$ cat config.mk
export PLATFORM = sky130hd
export DESIGN_NAME = asc_ctrl
export DESIGN_NICKNAME = d
export VERILOG_FILES = /design/src/inc/asc_pkg.sv /design/src/hdl/asc_ctrl.sv
export SDC_FILE = /design/constraint.sdc
export NUM_CORES = 1
export LEC_CHECK = 0
export ABC_AREA = 1
export BUFFER_PORTS_ARGS = -buffer_cell sky130_fd_sc_hd__buf_2
export CORE_MARGIN = 3
export CORE_UTILIZATION = 45
export DETAILED_ROUTE_END_ITERATION = 8
export SYNTH_ARGS = -nofsm -noshare
export SYNTH_HDL_FRONTEND = slang
export SYNTH_SLANG_ARGS = --single-unit
$ cat constraint.sdc
create_clock -name clk -period 9 [get_ports clk]
set_input_delay 2.25 -clock clk [delete_from_list [all_inputs] [get_ports clk]]
set_output_delay 2.25 -clock clk [all_outputs]
set_load 0.02 [all_outputs]
$ cat src/inc/asc_pkg.sv
package asc_pkg;
  // ==========================================================
  // timing
  localparam int unsigned CLK_KHZ = 20000;
  localparam int unsigned ADC_TARGET_KHZ = 16667;
  localparam logic [16:0] DIV_STEP = 17'(ADC_TARGET_KHZ);
  localparam logic [16:0] DIV_WRAP = 17'(CLK_KHZ);
  // ==========================================================
  // register offsets (byte addresses)
  localparam logic [11:0] OFS_ACTSS = 12'h000;
  localparam logic [11:0] OFS_RIS = 12'h004;
  localparam logic [11:0] OFS_IM = 12'h008;
  localparam logic [11:0] OFS_ISC = 12'h00c;
  localparam logic [11:0] OFS_EMUX = 12'h014;
  localparam logic [11:0] OFS_SSPRI = 12'h020;
  localparam logic [11:0] OFS_PSSI = 12'h028;
  localparam logic [11:0] OFS_SAC = 12'h030;
  localparam logic [11:0] OFS_TMLB = 12'h100;
  localparam logic [11:0] OFS_SS_BASE = 12'h040;
  localparam logic [11:0] OFS_SS_STRIDE = 12'h020;
  localparam logic [11:0] SUB_MUX = 12'h000;
  localparam logic [11:0] SUB_CTL = 12'h004;
  localparam logic [11:0] SUB_FIFO = 12'h008;
  localparam logic [11:0] SUB_FSTAT = 12'h00c;
  // ==========================================================
  // reset values
  localparam logic [15:0] SSPRI_RST = 16'h3210;
  localparam logic [15:0] SSPRI_MASK = 16'h3333;
  localparam logic [31:0] SSCTL3_RST = 32'h0000_0002;
  // ==========================================================
  // fields
  localparam int unsigned CTL_DIFF = 0;
  localparam int unsigned CTL_END = 1;
  localparam int unsigned CTL_IE = 2;
  localparam int unsigned CTL_TS = 3;
  localparam int unsigned FSTAT_EMPTY = 8;
  localparam int unsigned FSTAT_FULL = 12;
  localparam logic [3:0] TRIG_PROC = 4'h0;
  localparam logic [3:0] TRIG_ALWAYS = 4'hf;
  localparam logic [3:0] PERIPH_EVTS = 4'h4;
  localparam logic [2:0] AVG_MAX_LOG = 3'h6;
  // steps per sequencer, nibble n belongs to sequencer n
  localparam logic [15:0] SEQ_DEPTH = 16'h1448;
  // ==========================================================
  // types
  typedef enum logic [1:0] {
    ASC_IDLE = 2'b00,
    ASC_CONV = 2'b01,
    ASC_WAIT = 2'b11
  } asc_state_t;

  typedef struct packed {
    logic [11:0] addr;
    logic [31:0] wdata;
    logic wr;
    logic rd;
  } asc_bus_req_t;

  typedef struct packed {
    logic [2:0] ain;
    logic diff;
    logic temp;
  } asc_conv_sel_t;
endpackage : asc_pkg

$ cat src/hdl/asc_ctrl.sv
`timescale 1ns/1ns
// Summary of operation
// - converter logic paced near 16.667 MHz enable
// - sequencer interrupt leaves only when masked in
// - raw status plus masked status views
// - writing one clears interrupt, zero keeps
// - pending triggers served by priority, zero first
// - per-sequencer trigger source select field
// - software initiate bit triggers processor-sourced sequencer
// - always trigger requests conversions continuously
// - averaging accumulates up to 64 conversions
// - one fifo entry per N conversions
// - averaging off after reset, passthrough
// - single averaging stage for all steps
// - ten-bit result per conversion
// - differential bit selects differential step
// - pair k uses inputs 2k and 2k+1
// - differential codes centred on 0x1ff
// - loopback mode feeds digital path internally
// - reset priority: sequencer 0 highest, 3 lowest
// - disabled sequencer accepts config, never executes
// - step and fifo depths 8, 4, 4, 1
// - fifo word holds result, read pops entry
// - step nibbles; stop after end step
// - sequencer runs only while enabled
module asc_ctrl (
  input wire logic clk,
  input wire logic rst_n,
  input wire asc_pkg::asc_bus_req_t bus,
  output logic [31:0] rdata,
  input wire logic [3:0] periph_evt,
  output logic conv_start,
  output asc_pkg::asc_conv_sel_t conv_sel,
  input wire logic conv_done,
  input wire logic [9:0] conv_data,
  output logic [3:0] seq_irq
);
  // ==========================================================
  // converter clock enable
  logic [15:0] div_acc_r;
  logic adc_ce;
  wire logic [16:0] div_sum = {1'b0, div_acc_r} + asc_pkg::DIV_STEP;
  wire logic div_wrap = div_sum >= asc_pkg::DIV_WRAP;
  wire logic [16:0] div_nxt = div_wrap ? div_sum - asc_pkg::DIV_WRAP : div_sum;

  always_ff @(posedge clk or negedge rst_n) begin
    if (!rst_n) begin
      div_acc_r <= 16'h0000;
      adc_ce <= 1'b0;
    end else begin
      div_acc_r <= div_nxt[15:0];
      adc_ce <= div_wrap;
    end
  end

  // ==========================================================
  // global registers
  logic [3:0] actss_r;
  logic [3:0] im_r;
  logic [3:0] ris_r;
  logic [15:0] emux_r;
  logic [15:0] sspri_r;
  logic [2:0] sac_r;
  logic lb_r;
  logic [3:0] pending_r;
  logic [9:0] lb_cnt_r;

  wire logic wr_actss = bus.wr && bus.addr == asc_pkg::OFS_ACTSS;
  wire logic wr_im = bus.wr && bus.addr == asc_pkg::OFS_IM;
  wire logic wr_isc = bus.wr && bus.addr == asc_pkg::OFS_ISC;
  wire logic wr_emux = bus.wr && bus.addr == asc_pkg::OFS_EMUX;
  wire logic wr_sspri = bus.wr && bus.addr == asc_pkg::OFS_SSPRI;
  wire logic wr_pssi = bus.wr && bus.addr == asc_pkg::OFS_PSSI;
  wire logic wr_sac = bus.wr && bus.addr == asc_pkg::OFS_SAC;
  wire logic wr_tmlb = bus.wr && bus.addr == asc_pkg::OFS_TMLB;

  // sequencer engine state
  asc_pkg::asc_state_t state_r;
  logic [1:0] cur_r;
  logic [2:0] step_r;
  logic [5:0] avg_cnt_r;
  logic [15:0] acc_r;
  logic done_r;
  logic [9:0] done_data_r;
  logic conv_start_r;
  asc_pkg::asc_conv_sel_t conv_sel_r;
  logic [3:0] seq_irq_r;
  logic [31:0] rdata_r;

  wire logic [3:0][31:0] mux_w;
  wire logic [3:0][31:0] ctl_w;
  wire logic [3:0][31:0] seq_rd;
  wire logic [3:0] trig_hit;
  wire logic [3:0] pending_nxt;
  wire logic [3:0] soft_hit;
  wire logic [3:0] fifo_full;
  wire logic [3:0][3:0] fifo_cnt;
  wire logic [3:0] fifo_pop;
  wire logic [3:0] req = pending_r & actss_r;
  wire logic any_req = |req;
  logic [1:0] best;
  logic [3:0] take;

  // ==========================================================
  // arbitration
  // lowest value wins
  always_comb begin
    logic found;
    found = 1'b0;
    best = 2'd0;
    for (int i = 0; i < 4; i++) begin
      if (req[i] && (!found || sspri_r[4*i +: 2] < sspri_r[4*best +: 2])) begin
        best = 2'(i);
        found = 1'b1;
      end
    end
  end

  wire logic grant = adc_ce && state_r == asc_pkg::ASC_IDLE && any_req;

  always_comb begin
    take = 4'h0;
    take[best] = grant;
  end

  // ==========================================================
  // step decode
  wire logic [31:0] cur_ctl = ctl_w[cur_r];
  wire logic [31:0] cur_mux = mux_w[cur_r];
  wire logic [3:0] step_ctl = cur_ctl[{step_r, 2'b00} +: 4];
  wire logic [3:0] step_mux = cur_mux[{step_r, 2'b00} +: 4];
  wire logic [3:0] cur_depth = asc_pkg::SEQ_DEPTH[{cur_r, 2'b00} +: 4];
  wire logic last_step = step_ctl[asc_pkg::CTL_END] || {1'b0, step_r} == cur_depth - 4'd1;
  wire logic step_diff = step_ctl[asc_pkg::CTL_DIFF];
  // pair k maps to even input 2k
  wire logic [2:0] step_ain = step_diff ? {step_mux[1:0], 1'b0} : step_mux[2:0];

  // ==========================================================
  // averaging
  // one count shared by all steps
  wire logic [2:0] sac_eff = sac_r > asc_pkg::AVG_MAX_LOG ? asc_pkg::AVG_MAX_LOG : sac_r;
  wire logic [6:0] avg_span = 7'h01 << sac_eff;
  wire logic [6:0] avg_lim7 = avg_span - 7'h01;
  wire logic [5:0] avg_lim = avg_lim7[5:0];
  wire logic [9:0] sample = lb_r ? lb_cnt_r : done_data_r;
  wire logic sample_ok = lb_r || done_r;
  wire logic [15:0] acc_sum = acc_r + {6'h00, sample};
  wire logic [15:0] acc_shift = acc_sum >> sac_eff;
  // zero shift when averaging is off
  wire logic [9:0] push_data = acc_shift[9:0];
  wire logic consume = adc_ce && state_r == asc_pkg::ASC_WAIT && actss_r[cur_r] && sample_ok;
  wire logic push = consume && avg_cnt_r == avg_lim;
  wire logic [3:0] push_vec = push ? 4'h1 << cur_r : 4'h0;
  wire logic [3:0] ris_set = step_ctl[asc_pkg::CTL_IE] ? push_vec : 4'h0;
  wire logic abort = adc_ce && state_r != asc_pkg::ASC_IDLE && !actss_r[cur_r];

  // ==========================================================
  // per-sequencer logic
  genvar n;
  generate
    for (n = 0; n < 4; n++) begin : g_seq
      localparam logic [3:0] DEPTH = asc_pkg::SEQ_DEPTH[4*n +: 4];
      localparam logic [31:0] NIB_MASK = 32'hffff_ffff >> (32 - 4 * int'(DEPTH));
      localparam logic [31:0] CTL_RST = (n == 3) ? asc_pkg::SSCTL3_RST : 32'h0000_0000;
      localparam logic [11:0] BASE = asc_pkg::OFS_SS_BASE + 12'(n) * asc_pkg::OFS_SS_STRIDE;
      logic [31:0] mux_r;
      logic [31:0] ctl_r;
      logic [9:0] mem [8];
      logic [2:0] wp_r;
      logic [2:0] rp_r;
      logic [3:0] cnt_r;
      wire logic hit_mux = bus.addr == BASE + asc_pkg::SUB_MUX;
      wire logic hit_ctl = bus.addr == BASE + asc_pkg::SUB_CTL;
      wire logic hit_fifo = bus.addr == BASE + asc_pkg::SUB_FIFO;
      wire logic hit_fstat = bus.addr == BASE + asc_pkg::SUB_FSTAT;
      wire logic [3:0] code = emux_r[4*n +: 4];
      wire logic [3:0] code_m1 = code - 4'd1;
      wire logic empty = cnt_r == 4'd0;
      wire logic full = cnt_r == DEPTH;
      wire logic pop = bus.rd && hit_fifo && !empty;
      wire logic do_push = push_vec[n] && !full;
      wire logic [31:0] fstat = (32'(full) << asc_pkg::FSTAT_FULL) | (32'(empty) << asc_pkg::FSTAT_EMPTY) |
        {25'h0, rp_r, 1'b0, wp_r};

      assign soft_hit[n] = wr_pssi && bus.wdata[n] && code == asc_pkg::TRIG_PROC;
      assign trig_hit[n] = soft_hit[n] || code == asc_pkg::TRIG_ALWAYS ||
        (code != 4'h0 && code <= asc_pkg::PERIPH_EVTS && periph_evt[code_m1[1:0]]);
      assign mux_w[n] = mux_r;
      assign ctl_w[n] = ctl_r;
      assign fifo_full[n] = full;
      assign fifo_cnt[n] = cnt_r;
      assign fifo_pop[n] = pop;
      assign seq_rd[n] = hit_mux ? mux_r : hit_ctl ? ctl_r :
        hit_fifo ? {22'h0, mem[rp_r]} : hit_fstat ? fstat : 32'h0000_0000;

      always_ff @(posedge clk or negedge rst_n) begin
        if (!rst_n) begin
          mux_r <= 32'h0000_0000;
          ctl_r <= CTL_RST;
        end else if (bus.wr) begin
          if (hit_mux) mux_r <= bus.wdata & NIB_MASK;
          if (hit_ctl) ctl_r <= bus.wdata & NIB_MASK;
        end
      end

      assign pending_nxt[n] = actss_r[n] && (trig_hit[n] || (pending_r[n] && !take[n]));

      always_ff @(posedge clk or negedge rst_n) begin
        if (!rst_n) begin
          wp_r <= 3'h0;
          rp_r <= 3'h0;
          cnt_r <= 4'h0;
        end else begin
          if (do_push) wp_r <= ({1'b0, wp_r} == DEPTH - 4'd1) ? 3'h0 : wp_r + 3'h1;
          if (pop) rp_r <= ({1'b0, rp_r} == DEPTH - 4'd1) ? 3'h0 : rp_r + 3'h1;
          if (do_push && !pop) cnt_r <= cnt_r + 4'd1;
          else if (pop && !do_push) cnt_r <= cnt_r - 4'd1;
        end
      end

      // storage carries no reset, a read while empty returns mem[rp_r] as it stands
      always_ff @(posedge clk) begin
        if (do_push) mem[wp_r] <= push_data;
      end
    end
  endgenerate

  // ==========================================================
  // global register writes
  always_ff @(posedge clk or negedge rst_n) begin
    if (!rst_n) begin
      actss_r <= 4'h0;
      im_r <= 4'h0;
      emux_r <= 16'h0000;
      sspri_r <= asc_pkg::SSPRI_RST;
      sac_r <= 3'h0;
      lb_r <= 1'b0;
    end else begin
      if (wr_actss) actss_r <= bus.wdata[3:0];
      if (wr_im) im_r <= bus.wdata[3:0];
      if (wr_emux) emux_r <= bus.wdata[15:0];
      if (wr_sspri) sspri_r <= bus.wdata[15:0] & asc_pkg::SSPRI_MASK;
      if (wr_sac) sac_r <= bus.wdata[2:0];
      if (wr_tmlb) lb_r <= bus.wdata[0];
    end
  end

  always_ff @(posedge clk or negedge rst_n) begin
    if (!rst_n) begin
      pending_r <= 4'h0;
    end else begin
      pending_r <= pending_nxt;
    end
  end

  always_ff @(posedge clk or negedge rst_n) begin
    if (!rst_n) begin
      ris_r <= 4'h0;
    end else begin
      ris_r <= ris_set | (ris_r & ~(wr_isc ? bus.wdata[3:0] : 4'h0));
    end
  end

  always_ff @(posedge clk or negedge rst_n) begin
    if (!rst_n) begin
      seq_irq_r <= 4'h0;
    end else begin
      seq_irq_r <= ris_r & im_r;
    end
  end

  // ==========================================================
  // sequence engine
  // converter done may land between enables, so it is held
  // ten-bit result captured
  always_ff @(posedge clk or negedge rst_n) begin
    if (!rst_n) begin
      done_r <= 1'b0;
      done_data_r <= 10'h000;
    end else if (conv_done) begin
      done_r <= 1'b1;
      done_data_r <= conv_data;
    end else if (consume || (adc_ce && state_r == asc_pkg::ASC_CONV)) begin
      done_r <= 1'b0;
    end
  end

  // one sequencer, whole sequence, then re-arbitrate
  always_ff @(posedge clk or negedge rst_n) begin
    if (!rst_n) begin
      state_r <= asc_pkg::ASC_IDLE;
      cur_r <= 2'd0;
      step_r <= 3'd0;
      avg_cnt_r <= 6'd0;
      acc_r <= 16'h0000;
      conv_start_r <= 1'b0;
      conv_sel_r <= '0;
      lb_cnt_r <= 10'h000;
    end else begin
      conv_start_r <= 1'b0;
      if (abort) begin
        state_r <= asc_pkg::ASC_IDLE;
      end else if (adc_ce) begin
        unique case (state_r)
          asc_pkg::ASC_IDLE: begin
            if (any_req) begin
              cur_r <= best;
              step_r <= 3'd0;
              avg_cnt_r <= 6'd0;
              acc_r <= 16'h0000;
              state_r <= asc_pkg::ASC_CONV;
            end
          end
          asc_pkg::ASC_CONV: begin
            conv_start_r <= !lb_r;
            conv_sel_r <= '{ain: step_ain, diff: step_diff, temp: step_ctl[asc_pkg::CTL_TS]};
            state_r <= asc_pkg::ASC_WAIT;
          end
          asc_pkg::ASC_WAIT: begin
            if (sample_ok) begin
              if (lb_r) lb_cnt_r <= lb_cnt_r + 10'h001;
              if (push) begin
                acc_r <= 16'h0000;
                avg_cnt_r <= 6'd0;
                if (last_step) begin
                  state_r <= asc_pkg::ASC_IDLE;
                end else begin
                  step_r <= step_r + 3'd1;
                  state_r <= asc_pkg::ASC_CONV;
                end
              end else begin
                acc_r <= acc_sum;
                avg_cnt_r <= avg_cnt_r + 6'd1;
                state_r <= asc_pkg::ASC_CONV;
              end
            end
          end
          default: state_r <= asc_pkg::ASC_IDLE;
        endcase
      end
    end
  end

  // ==========================================================
  // register read
  wire logic [31:0] seq_rd_any = seq_rd[0] | seq_rd[1] | seq_rd[2] | seq_rd[3];
  wire logic [31:0] rd_mux =
    bus.addr == asc_pkg::OFS_ACTSS ? {28'h0, actss_r} :
    bus.addr == asc_pkg::OFS_RIS ? {28'h0, ris_r} :
    bus.addr == asc_pkg::OFS_IM ? {28'h0, im_r} :
    bus.addr == asc_pkg::OFS_ISC ? {28'h0, ris_r & im_r} :
    bus.addr == asc_pkg::OFS_EMUX ? {16'h0, emux_r} :
    bus.addr == asc_pkg::OFS_SSPRI ? {16'h0, sspri_r} :
    bus.addr == asc_pkg::OFS_SAC ? {29'h0, sac_r} :
    bus.addr == asc_pkg::OFS_TMLB ? {31'h0, lb_r} : seq_rd_any;

  // read data valid only in the cycle after the strobe
  always_ff @(posedge clk or negedge rst_n) begin
    if (!rst_n) begin
      rdata_r <= 32'h0000_0000;
    end else begin
      rdata_r <= bus.rd ? rd_mux : 32'h0000_0000;
    end
  end

  assign rdata = rdata_r;
  assign conv_start = conv_start_r;
  assign conv_sel = conv_sel_r;
  assign seq_irq = seq_irq_r;

  // ==========================================================
  // checks
  logic [3:0] req_seen_r;
  always_ff @(posedge clk or negedge rst_n) begin
    if (!rst_n) req_seen_r <= 4'h0;
    else req_seen_r <= req;
  end
  wire logic [1:0] cur_pri = sspri_r[4*cur_r +: 2];
  wire logic prio_min_ok = (!req_seen_r[0] || cur_pri <= sspri_r[1:0]) &&
    (!req_seen_r[1] || cur_pri <= sspri_r[5:4]) &&
    (!req_seen_r[2] || cur_pri <= sspri_r[9:8]) &&
    (!req_seen_r[3] || cur_pri <= sspri_r[13:12]);

  property p_ce_rate;
    @(posedge clk) disable iff (!rst_n) !adc_ce ##1 !adc_ce |=> adc_ce;
  endproperty
  a_ce_rate: assert property (p_ce_rate) else $error("enable gap too long");

  property p_irq_mask;
    @(posedge clk) disable iff (!rst_n) ##1 (seq_irq == $past(ris_r & im_r));
  endproperty
  a_irq_mask: assert property (p_irq_mask) else $error("irq not masked raw");

  property p_isc_view;
    @(posedge clk) disable iff (!rst_n)
      (bus.rd && bus.addr == asc_pkg::OFS_ISC) |=> rdata[3:0] == $past(ris_r & im_r);
  endproperty
  a_isc_view: assert property (p_isc_view) else $error("masked status wrong");

  property p_isc_clear;
    @(posedge clk) disable iff (!rst_n)
      wr_isc |=> (ris_r & $past(bus.wdata[3:0] & ~ris_set)) == 4'h0;
  endproperty
  a_isc_clear: assert property (p_isc_clear) else $error("interrupt not cleared");

  property p_prio;
    @(posedge clk) disable iff (!rst_n) grant |=> state_r == asc_pkg::ASC_CONV && prio_min_ok;
  endproperty
  a_prio: assert property (p_prio) else $error("lower priority granted");

  property p_soft;
    @(posedge clk) disable iff (!rst_n)
      |(soft_hit & actss_r) |=> (pending_r & $past(soft_hit & actss_r)) == $past(soft_hit & actss_r);
  endproperty
  a_soft: assert property (p_soft) else $error("software trigger lost");

  property p_passthru;
    @(posedge clk) disable iff (!rst_n) (push && sac_r == 3'h0) |-> push_data == sample;
  endproperty
  a_passthru: assert property (p_passthru) else $error("result altered");

  property p_pair;
    @(posedge clk) disable iff (!rst_n) (conv_start && conv_sel.diff) |-> !conv_sel.ain[0];
  endproperty
  a_pair: assert property (p_pair) else $error("odd input as positive");

  property p_disable;
    @(posedge clk) disable iff (!rst_n) abort |=> state_r == asc_pkg::ASC_IDLE && !conv_start;
  endproperty
  a_disable: assert property (p_disable) else $error("disabled sequencer ran");

  property p_pop;
    @(posedge clk) disable iff (!rst_n)
      (fifo_pop[0] && !push_vec[0]) |=> fifo_cnt[0] == $past(fifo_cnt[0]) - 4'd1;
  endproperty
  a_pop: assert property (p_pop) else $error("fifo read did not pop");

  property p_full_hold;
    @(posedge clk) disable iff (!rst_n) (fifo_full[3] && !fifo_pop[3]) |=> fifo_cnt[3] == 4'd1;
  endproperty
  a_full_hold: assert property (p_full_hold) else $error("full fifo overrun");

  property p_one_conv;
    @(posedge clk) disable iff (!rst_n)
      conv_start |=> !conv_start && (state_r == asc_pkg::ASC_WAIT || $past(abort));
  endproperty
  a_one_conv: assert property (p_one_conv) else $error("overlapping conversions");

  c_grant_low: cover property (@(posedge clk) disable iff (!rst_n) grant && best == 2'd3);
  c_avg_push: cover property (@(posedge clk) disable iff (!rst_n) push && sac_r != 3'h0);
  c_lb_push: cover property (@(posedge clk) disable iff (!rst_n) push && lb_r);
  c_irq: cover property (@(posedge clk) disable iff (!rst_n) |seq_irq);
endmodule : asc_ctrl

* Yosys cells after proc, flatten, opt, wreduce, memory -nomap -nowiden
Memories as Yosys holds them, arrays and structs flattened.
Cells that the tools add are included.
** Storage, ports and cells
- Memories kept :: 4
- Bits in writable memories :: 320
- Input bits :: 63
- Word-level logic and storage cells :: 416
- Output and inout port bits :: 42
- Register bits :: 329
** Operators by class
- Reduce and logical (&&, ||, !) cells :: 147
- Bitwise logic cells :: 18
- $add $sub $neg :: 28
- Equal/unequal tests :: 48
- Order comparisons :: 16
- Shift-type cells :: 8
- Mux-type cells :: 103
** Memories
- g_seq[0].mem :: words 8, width 10, read ports 1, clocked after Yosys merged registers in 0, write ports 1, RTL line asc_ctrl.sv:168 : logic [9:0] mem [8];
- g_seq[1].mem :: words 8, width 10, read ports 1, clocked after Yosys merged registers in 0, write ports 1, RTL line asc_ctrl.sv:168
- g_seq[2].mem :: words 8, width 10, read ports 1, clocked after Yosys merged registers in 0, write ports 1, RTL line asc_ctrl.sv:168
- g_seq[3].mem :: words 8, width 10, read ports 1, clocked after Yosys merged registers in 0, write ports 1, RTL line asc_ctrl.sv:168
** Operators by type and width (number)
- 32-bit two-way mux :: 13
- 13-bit two-way mux :: 10
- 32-bit binary-select mux with 2-bit select :: 2
- 16-bit two-way mux :: 8
- 12-bit by 7-bit equality test with 1-bit output (second input constant) :: 8
- 12-bit by 8-bit equality test with 1-bit output (second input constant) :: 8
- 1-bit logical AND :: 65
- 32-bit by 16-bit bitwise OR with 32-bit output :: 2
- 13-bit by 7-bit bitwise OR with 13-bit output :: 4
- 13-bit by 9-bit bitwise OR with 13-bit output :: 4
- 4-bit two-way mux :: 11
- 3-bit two-way mux :: 14
- 12-bit by 6-bit equality test with 1-bit output (second input constant) :: 3
- 4-bit zero test :: 8
- 32-bit by 13-bit bitwise OR with 32-bit output :: 1
- 16-bit one-hot mux with 2 select lines :: 1
- 16-bit by 5-bit indexed part select with 2-bit output :: 2
- 32-bit by 6-bit indexed part select with 3-bit output :: 1
- 32-bit by 6-bit indexed part select with 4-bit output :: 1
- 3-bit by 1-bit adder with 3-bit output (second input constant) :: 9
- 1-bit zero test :: 25
- 12-bit by 4-bit equality test with 1-bit output (second input constant) :: 2
- 1-bit two-way mux :: 24
- 4-bit equality test (second input constant) :: 5
- other kinds (56) :: 137

* Logic depth before layout (Yosys ltp)
- Depth after elaboration :: 25
- Mapped depth :: 23

* Worst setup path before layout
OpenSTA, ideal clock, no wires.
- Path kind :: input -> register
- Start :: input port bus[35] in the netlist's numbering
- End :: register g_seq[1].cnt_r[3]
- Data arrival time :: 4.409 ns
- Path slack :: 4.466 ns
- Stages on the path :: 16
- Required time :: 8.875 ns
- Library setup time :: 0.125 ns
- Cells stage by stage :: nor2_1 > nand2_1 > nor2_1 > nand2_2 > nor2_1 > buf_2 > nand3_1 > ha_1 > inv_1 > ha_1 > a21o_1 > a21oi_1 > nand2_1 > nand2_1 > nor2_1 > xor2_1
** On the way
- Longest elaborated chain between the ends :: 6
** RTL lines
- start: declaration :: RTL line asc_ctrl.sv:29 : input wire asc_pkg::asc_bus_req_t bus,
- 12-bit by 7-bit equality test with 1-bit output (*) :: RTL line asc_ctrl.sv:174 : wire logic hit_fifo = bus.addr == BASE + asc_pkg::SUB_FIFO;
- 1-bit logical AND (*) (2 in a row) :: RTL line asc_ctrl.sv:180 : wire logic pop = bus.rd && hit_fifo && !empty;
- 1-bit zero test :: RTL line asc_ctrl.sv:216 : if (do_push && !pop) cnt_r <= cnt_r + 4'd1;
- 1-bit logical AND :: RTL line asc_ctrl.sv:216
- 4-bit two-way mux or 2-bit nonzero test (tied branches)
- end signal: assignment :: RTL line asc_ctrl.sv:216
- end signal: assignment :: RTL line asc_ctrl.sv:217 : else if (pop && !do_push) cnt_r <= cnt_r - 4'd1;
- end: declaration :: RTL line asc_ctrl.sv:171 : logic [3:0] cnt_r;
Every way passes the cells marked *; elsewhere a longest branch is shown, timed or not.
A chain may end at the register's enable or synchronous reset.

* Final worst setup path
- Start :: input port bus[39] in the netlist's numbering
- End :: register g_seq[0].mux_r[1]
** On the way
- Longest elaborated chain between the ends :: 2
** RTL lines
- 12-bit by 7-bit equality test with 1-bit output :: RTL line asc_ctrl.sv:172 : wire logic hit_mux = bus.addr == BASE + asc_pkg::SUB_MUX;
- 2-bit AND reduction (no source line)
- end signal: assignment :: RTL line asc_ctrl.sv:201 : if (hit_mux) mux_r <= bus.wdata & NIB_MASK;
- end: declaration :: RTL line asc_ctrl.sv:166 : logic [31:0] mux_r;
Every way passes these cells.

==> results.cfg <==
[worst_setup_path]
reg2reg_depth = 15
regToRegEndpoint = g_seq[0].mem[1][5]$_DFFE_PP_
crit_path_cell_trace = buf_2, nor2_1, inv_1, nor3_1, nand2_1, inv_1, buf_4, nand2_2, o21ai_0
critPathMaxFanout = 64
path_depth = 9
critPathLaunchType = input pin
slowest_delay_ps = 710
reg2reg_setup_slack_ps = 4720
arrival_ps = 6030
cp-end-kind = flop
required_ps = 9500
crit_family = simple AND/OR/NAND/NOR gates
r2r_start = lb_r$_DFFE_PN0P_
endpoint = g_seq[0].mux_r[1]$_DFFE_PN0P_
crit_path_top_delay_cell = nor3_1
worstSetupPathType = input pin to flop
startpoint = bus[39]
worst-path-buf-inv = 4
critPathMostFrequentCell = inv_1

[synthesis]
synth-edff-count = 320
synth-simple-area-share = 0.159
synth_compound_area_frac = 0.156
synth-warning-count = 0
synth_nets = 3299
synth_fa_ha_area_frac = 0.0240
yosys_most_used_dff = dfrtp_1
synthTopCellsByCount = nand2_1 (697), o21ai_0 (410), dfrtp_1 (324)
synth_mux_area_frac = 0.00177
seq_area_frac_synth = 0.586
synth_top_area_frac = 0.316
synthArstFlopShare = 0.507
yosysTopAreaCell = edfxtp_1
synthTopCellsByArea = edfxtp_1 (32%), dfrtp_1 (27%), nand2_1 (8.6%)
synth_most_common_cell = nand2_1
syn_area_per_cell_sq_um = 9.58
syn_area_sq_mm = 0.0305
synth_top_family_by_area = simple AND/OR/NAND/NOR gates
synth-xor-area-share = 0.0170
syn_inst = 3180
ys_ff_latch = 649
synth_cell_types = 65

[cts]
cts_setup_buffers = 0
clk_latency_ps = 610
htreeDepth = 3
clkTransAtPathRegs_ps = 60
cts_hold_buf = 0
clockRootBuffer = clkbuf_16
cts_max_path_buffers = 3
cts_resized = 0
cts_inserted_buffers = 72
cts.sink_count = 649
cts_tree = done

[timing]
hold_violations = 0
setup_viol = 0
period_minus_slack_ps = 5540
relSlewSlack = 0.160
period_share = 0.615
final_max_slew_viol_count = 0
fin_ws_ps = 3460
fmax_mhz = 181
worstMarginPinSlew_ps = 1250
tns_ps = 0
skew_ps = 26.4
rsz0062_at_grt = no

[route]
first_pass_iters = 6
wl_met1_mm = 38.7
wl_met3_mm = 7.12
finalWirelength_mm = 92.0
highest_layer = met4
via_per_inst = 5.76
met2_wirelength_mm = 42.3
drtIter0Drc = 2192
ant_nets = 0
drc = 0
num_vias = 24103
wl_per_cell_microns = 22.0

[floorplanning]
dieArea_sq_mm = 0.0708
rows = 94
die_y_microns = 266
fp.dieW_microns = 266
io_pins = 105
coreArea_sq_mm = 0.0665
start_util = 0.458

[placed_design]
io_buffers = 104
routabilityCongestion = 0.963
post-place-ws_ps = 3140
dp_hpwl_mm = 61.9

[layout]
nets = 3379
area_growth_pct = 12.6
final_layout_size_suffix_gt1_frac = 0.0950
final_util = 0.516

[grt]
grt_util_all_layers = 0.258
grt_pass1_vias = 23335
grt_pass1_wl_mm = 139
antenna_found_initial = 0
grt_max_degree = 180
overflow = 0

[pwr]
p_leak_nw = 13.9
peakVddDrop_mv = 0.137
powerDensity_mw_per_mm2 = 178

[run]
cap_violations = 0

[min_path]
min_from = lb_cnt_r[9]$_DFFE_PN0P_
hp-class = flop to flop

[status]
status = completed
[worst reg2reg max path, delay by kind of cell, from the launching register on]
family,cells,cell delay (ps)
XOR/XNOR,1,250
flip-flops,1,830
AND/OR/NAND/NOR,6,770
adder cells (fa/ha/maj),1,280
buffers and inverters,2,280
AO/OA/AOI/OAI,5,1450
[metrics by stage]
| step | power [mW] | area [sq um] | instances | hold slack, ps |
|---|---|---|---|---|
| global route | 6.28 | 34300 | 4181 | 497 |
| finish | 6.10 | 34300 | 4183 | 475 |
| global placement | 3.28 | 32000 | 4050 | 456 |
| floorplan | 3.20 | 30500 | 3180 | 437 |
| detailed placement | 3.28 | 32000 | 4050 | 466 |
| CTS | 6.14 | 34300 | 4181 | 477 |
[worst min-delay path by stage]
| stage | end | depth (start not counted) |
|---|---|---|
| 5_1_grt | lb_cnt_r[9]$_DFFE_PN0P_ | 1 |
| 3_5_place_dp | lb_cnt_r[9]$_DFFE_PN0P_ | 1 |
| 6_report | lb_cnt_r[9]$_DFFE_PN0P_ | 1 |
| 3_3_place_gp | div_acc_r[0]$_DFF_PN0_ | 1 |
| 2_1_floorplan | done_data_r[1]$_DFFE_PN0P_ | 2 |
| 4_1_cts | lb_cnt_r[9]$_DFFE_PN0P_ | 1 |
[power breakdown]
part	internal, mW	switching [mW]
Sequential	3.11	0.00490
Combinational	0.0222	0.0888
Clock	1.68	1.19
Total	4.81	1.28
[cell families (layout without fill, tap and decap cells)]
family | count (synthesis) | in the layout
and+or+nand+nor | 1164 | 1164
AOI/OAI and AO/OA | 798 | 798
DFF | 649 | 649
buffers and inverters | 449 | 586
xor gates and xnor gates | 59 | 59
adders and majority gates | 56 | 56
muxes | 5 | 5
other | 0 | 2
[cells in the final DEF (no fill, tap or decap), drive strengths merged, types with 3 or more instances in the layout]
cell and n:
clkbuf 100, nor3 68, nand3 137, o311ai 3, a221oi 24, bufinv 4, o22ai 36, xor2 44
o21a 3, o211ai 35, a32o 21, dfstp 5, dfrtp 324, o221ai 31, o2111ai 5, edfxtp 320
fa 4, nor4 5, mux2 3, o21ai 415, nor2 229, ha 52, a21o 5, nand4 13
a21oi 140, nand3b 4, nand2 704, inv 318, o31ai 4, a22oi 24, xnor2 15, a211oi 13
buf 137, a22o 17, a31oi 6, clkinv 26
[metal layers]
metal,vias up,GRT usage
met5,-,0
met4,0,0.110
met3,203,0.0556
met2,952,0.406
met1,11789,0.346
li1,11159,-
[flip-flops by register name, indices dropped and copies added, names as in the netlist, 5 cells and up]
name	flops
g_seq.rp_r	12
div_acc_r	16
g_seq.wp_r	12
g_seq.ctl_r	68
acc_r	16
done_data_r	10
emux_r	16
avg_cnt_r	6
g_seq.mux_r	68
g_seq.cnt_r	16
g_seq.mem	320
lb_cnt_r	10
sspri_r	8
conv_sel	5
rdata	32
[cell type report]
cell class / count / area [sq um]
Antenna cell: 2 / 5.00
Clock buffer: 100 / 2020
Inverter: 318 / 1190
Tap cell: 864 / 1080
Multi-Input combinational cell: 2082 / 11100
Fill cell: 5969 / 32200
Timing Repair Buffer: 137 / 791
Clock inverter: 31 / 262
Sequential cell: 649 / 17800
(Power assumes the default switching activity.)
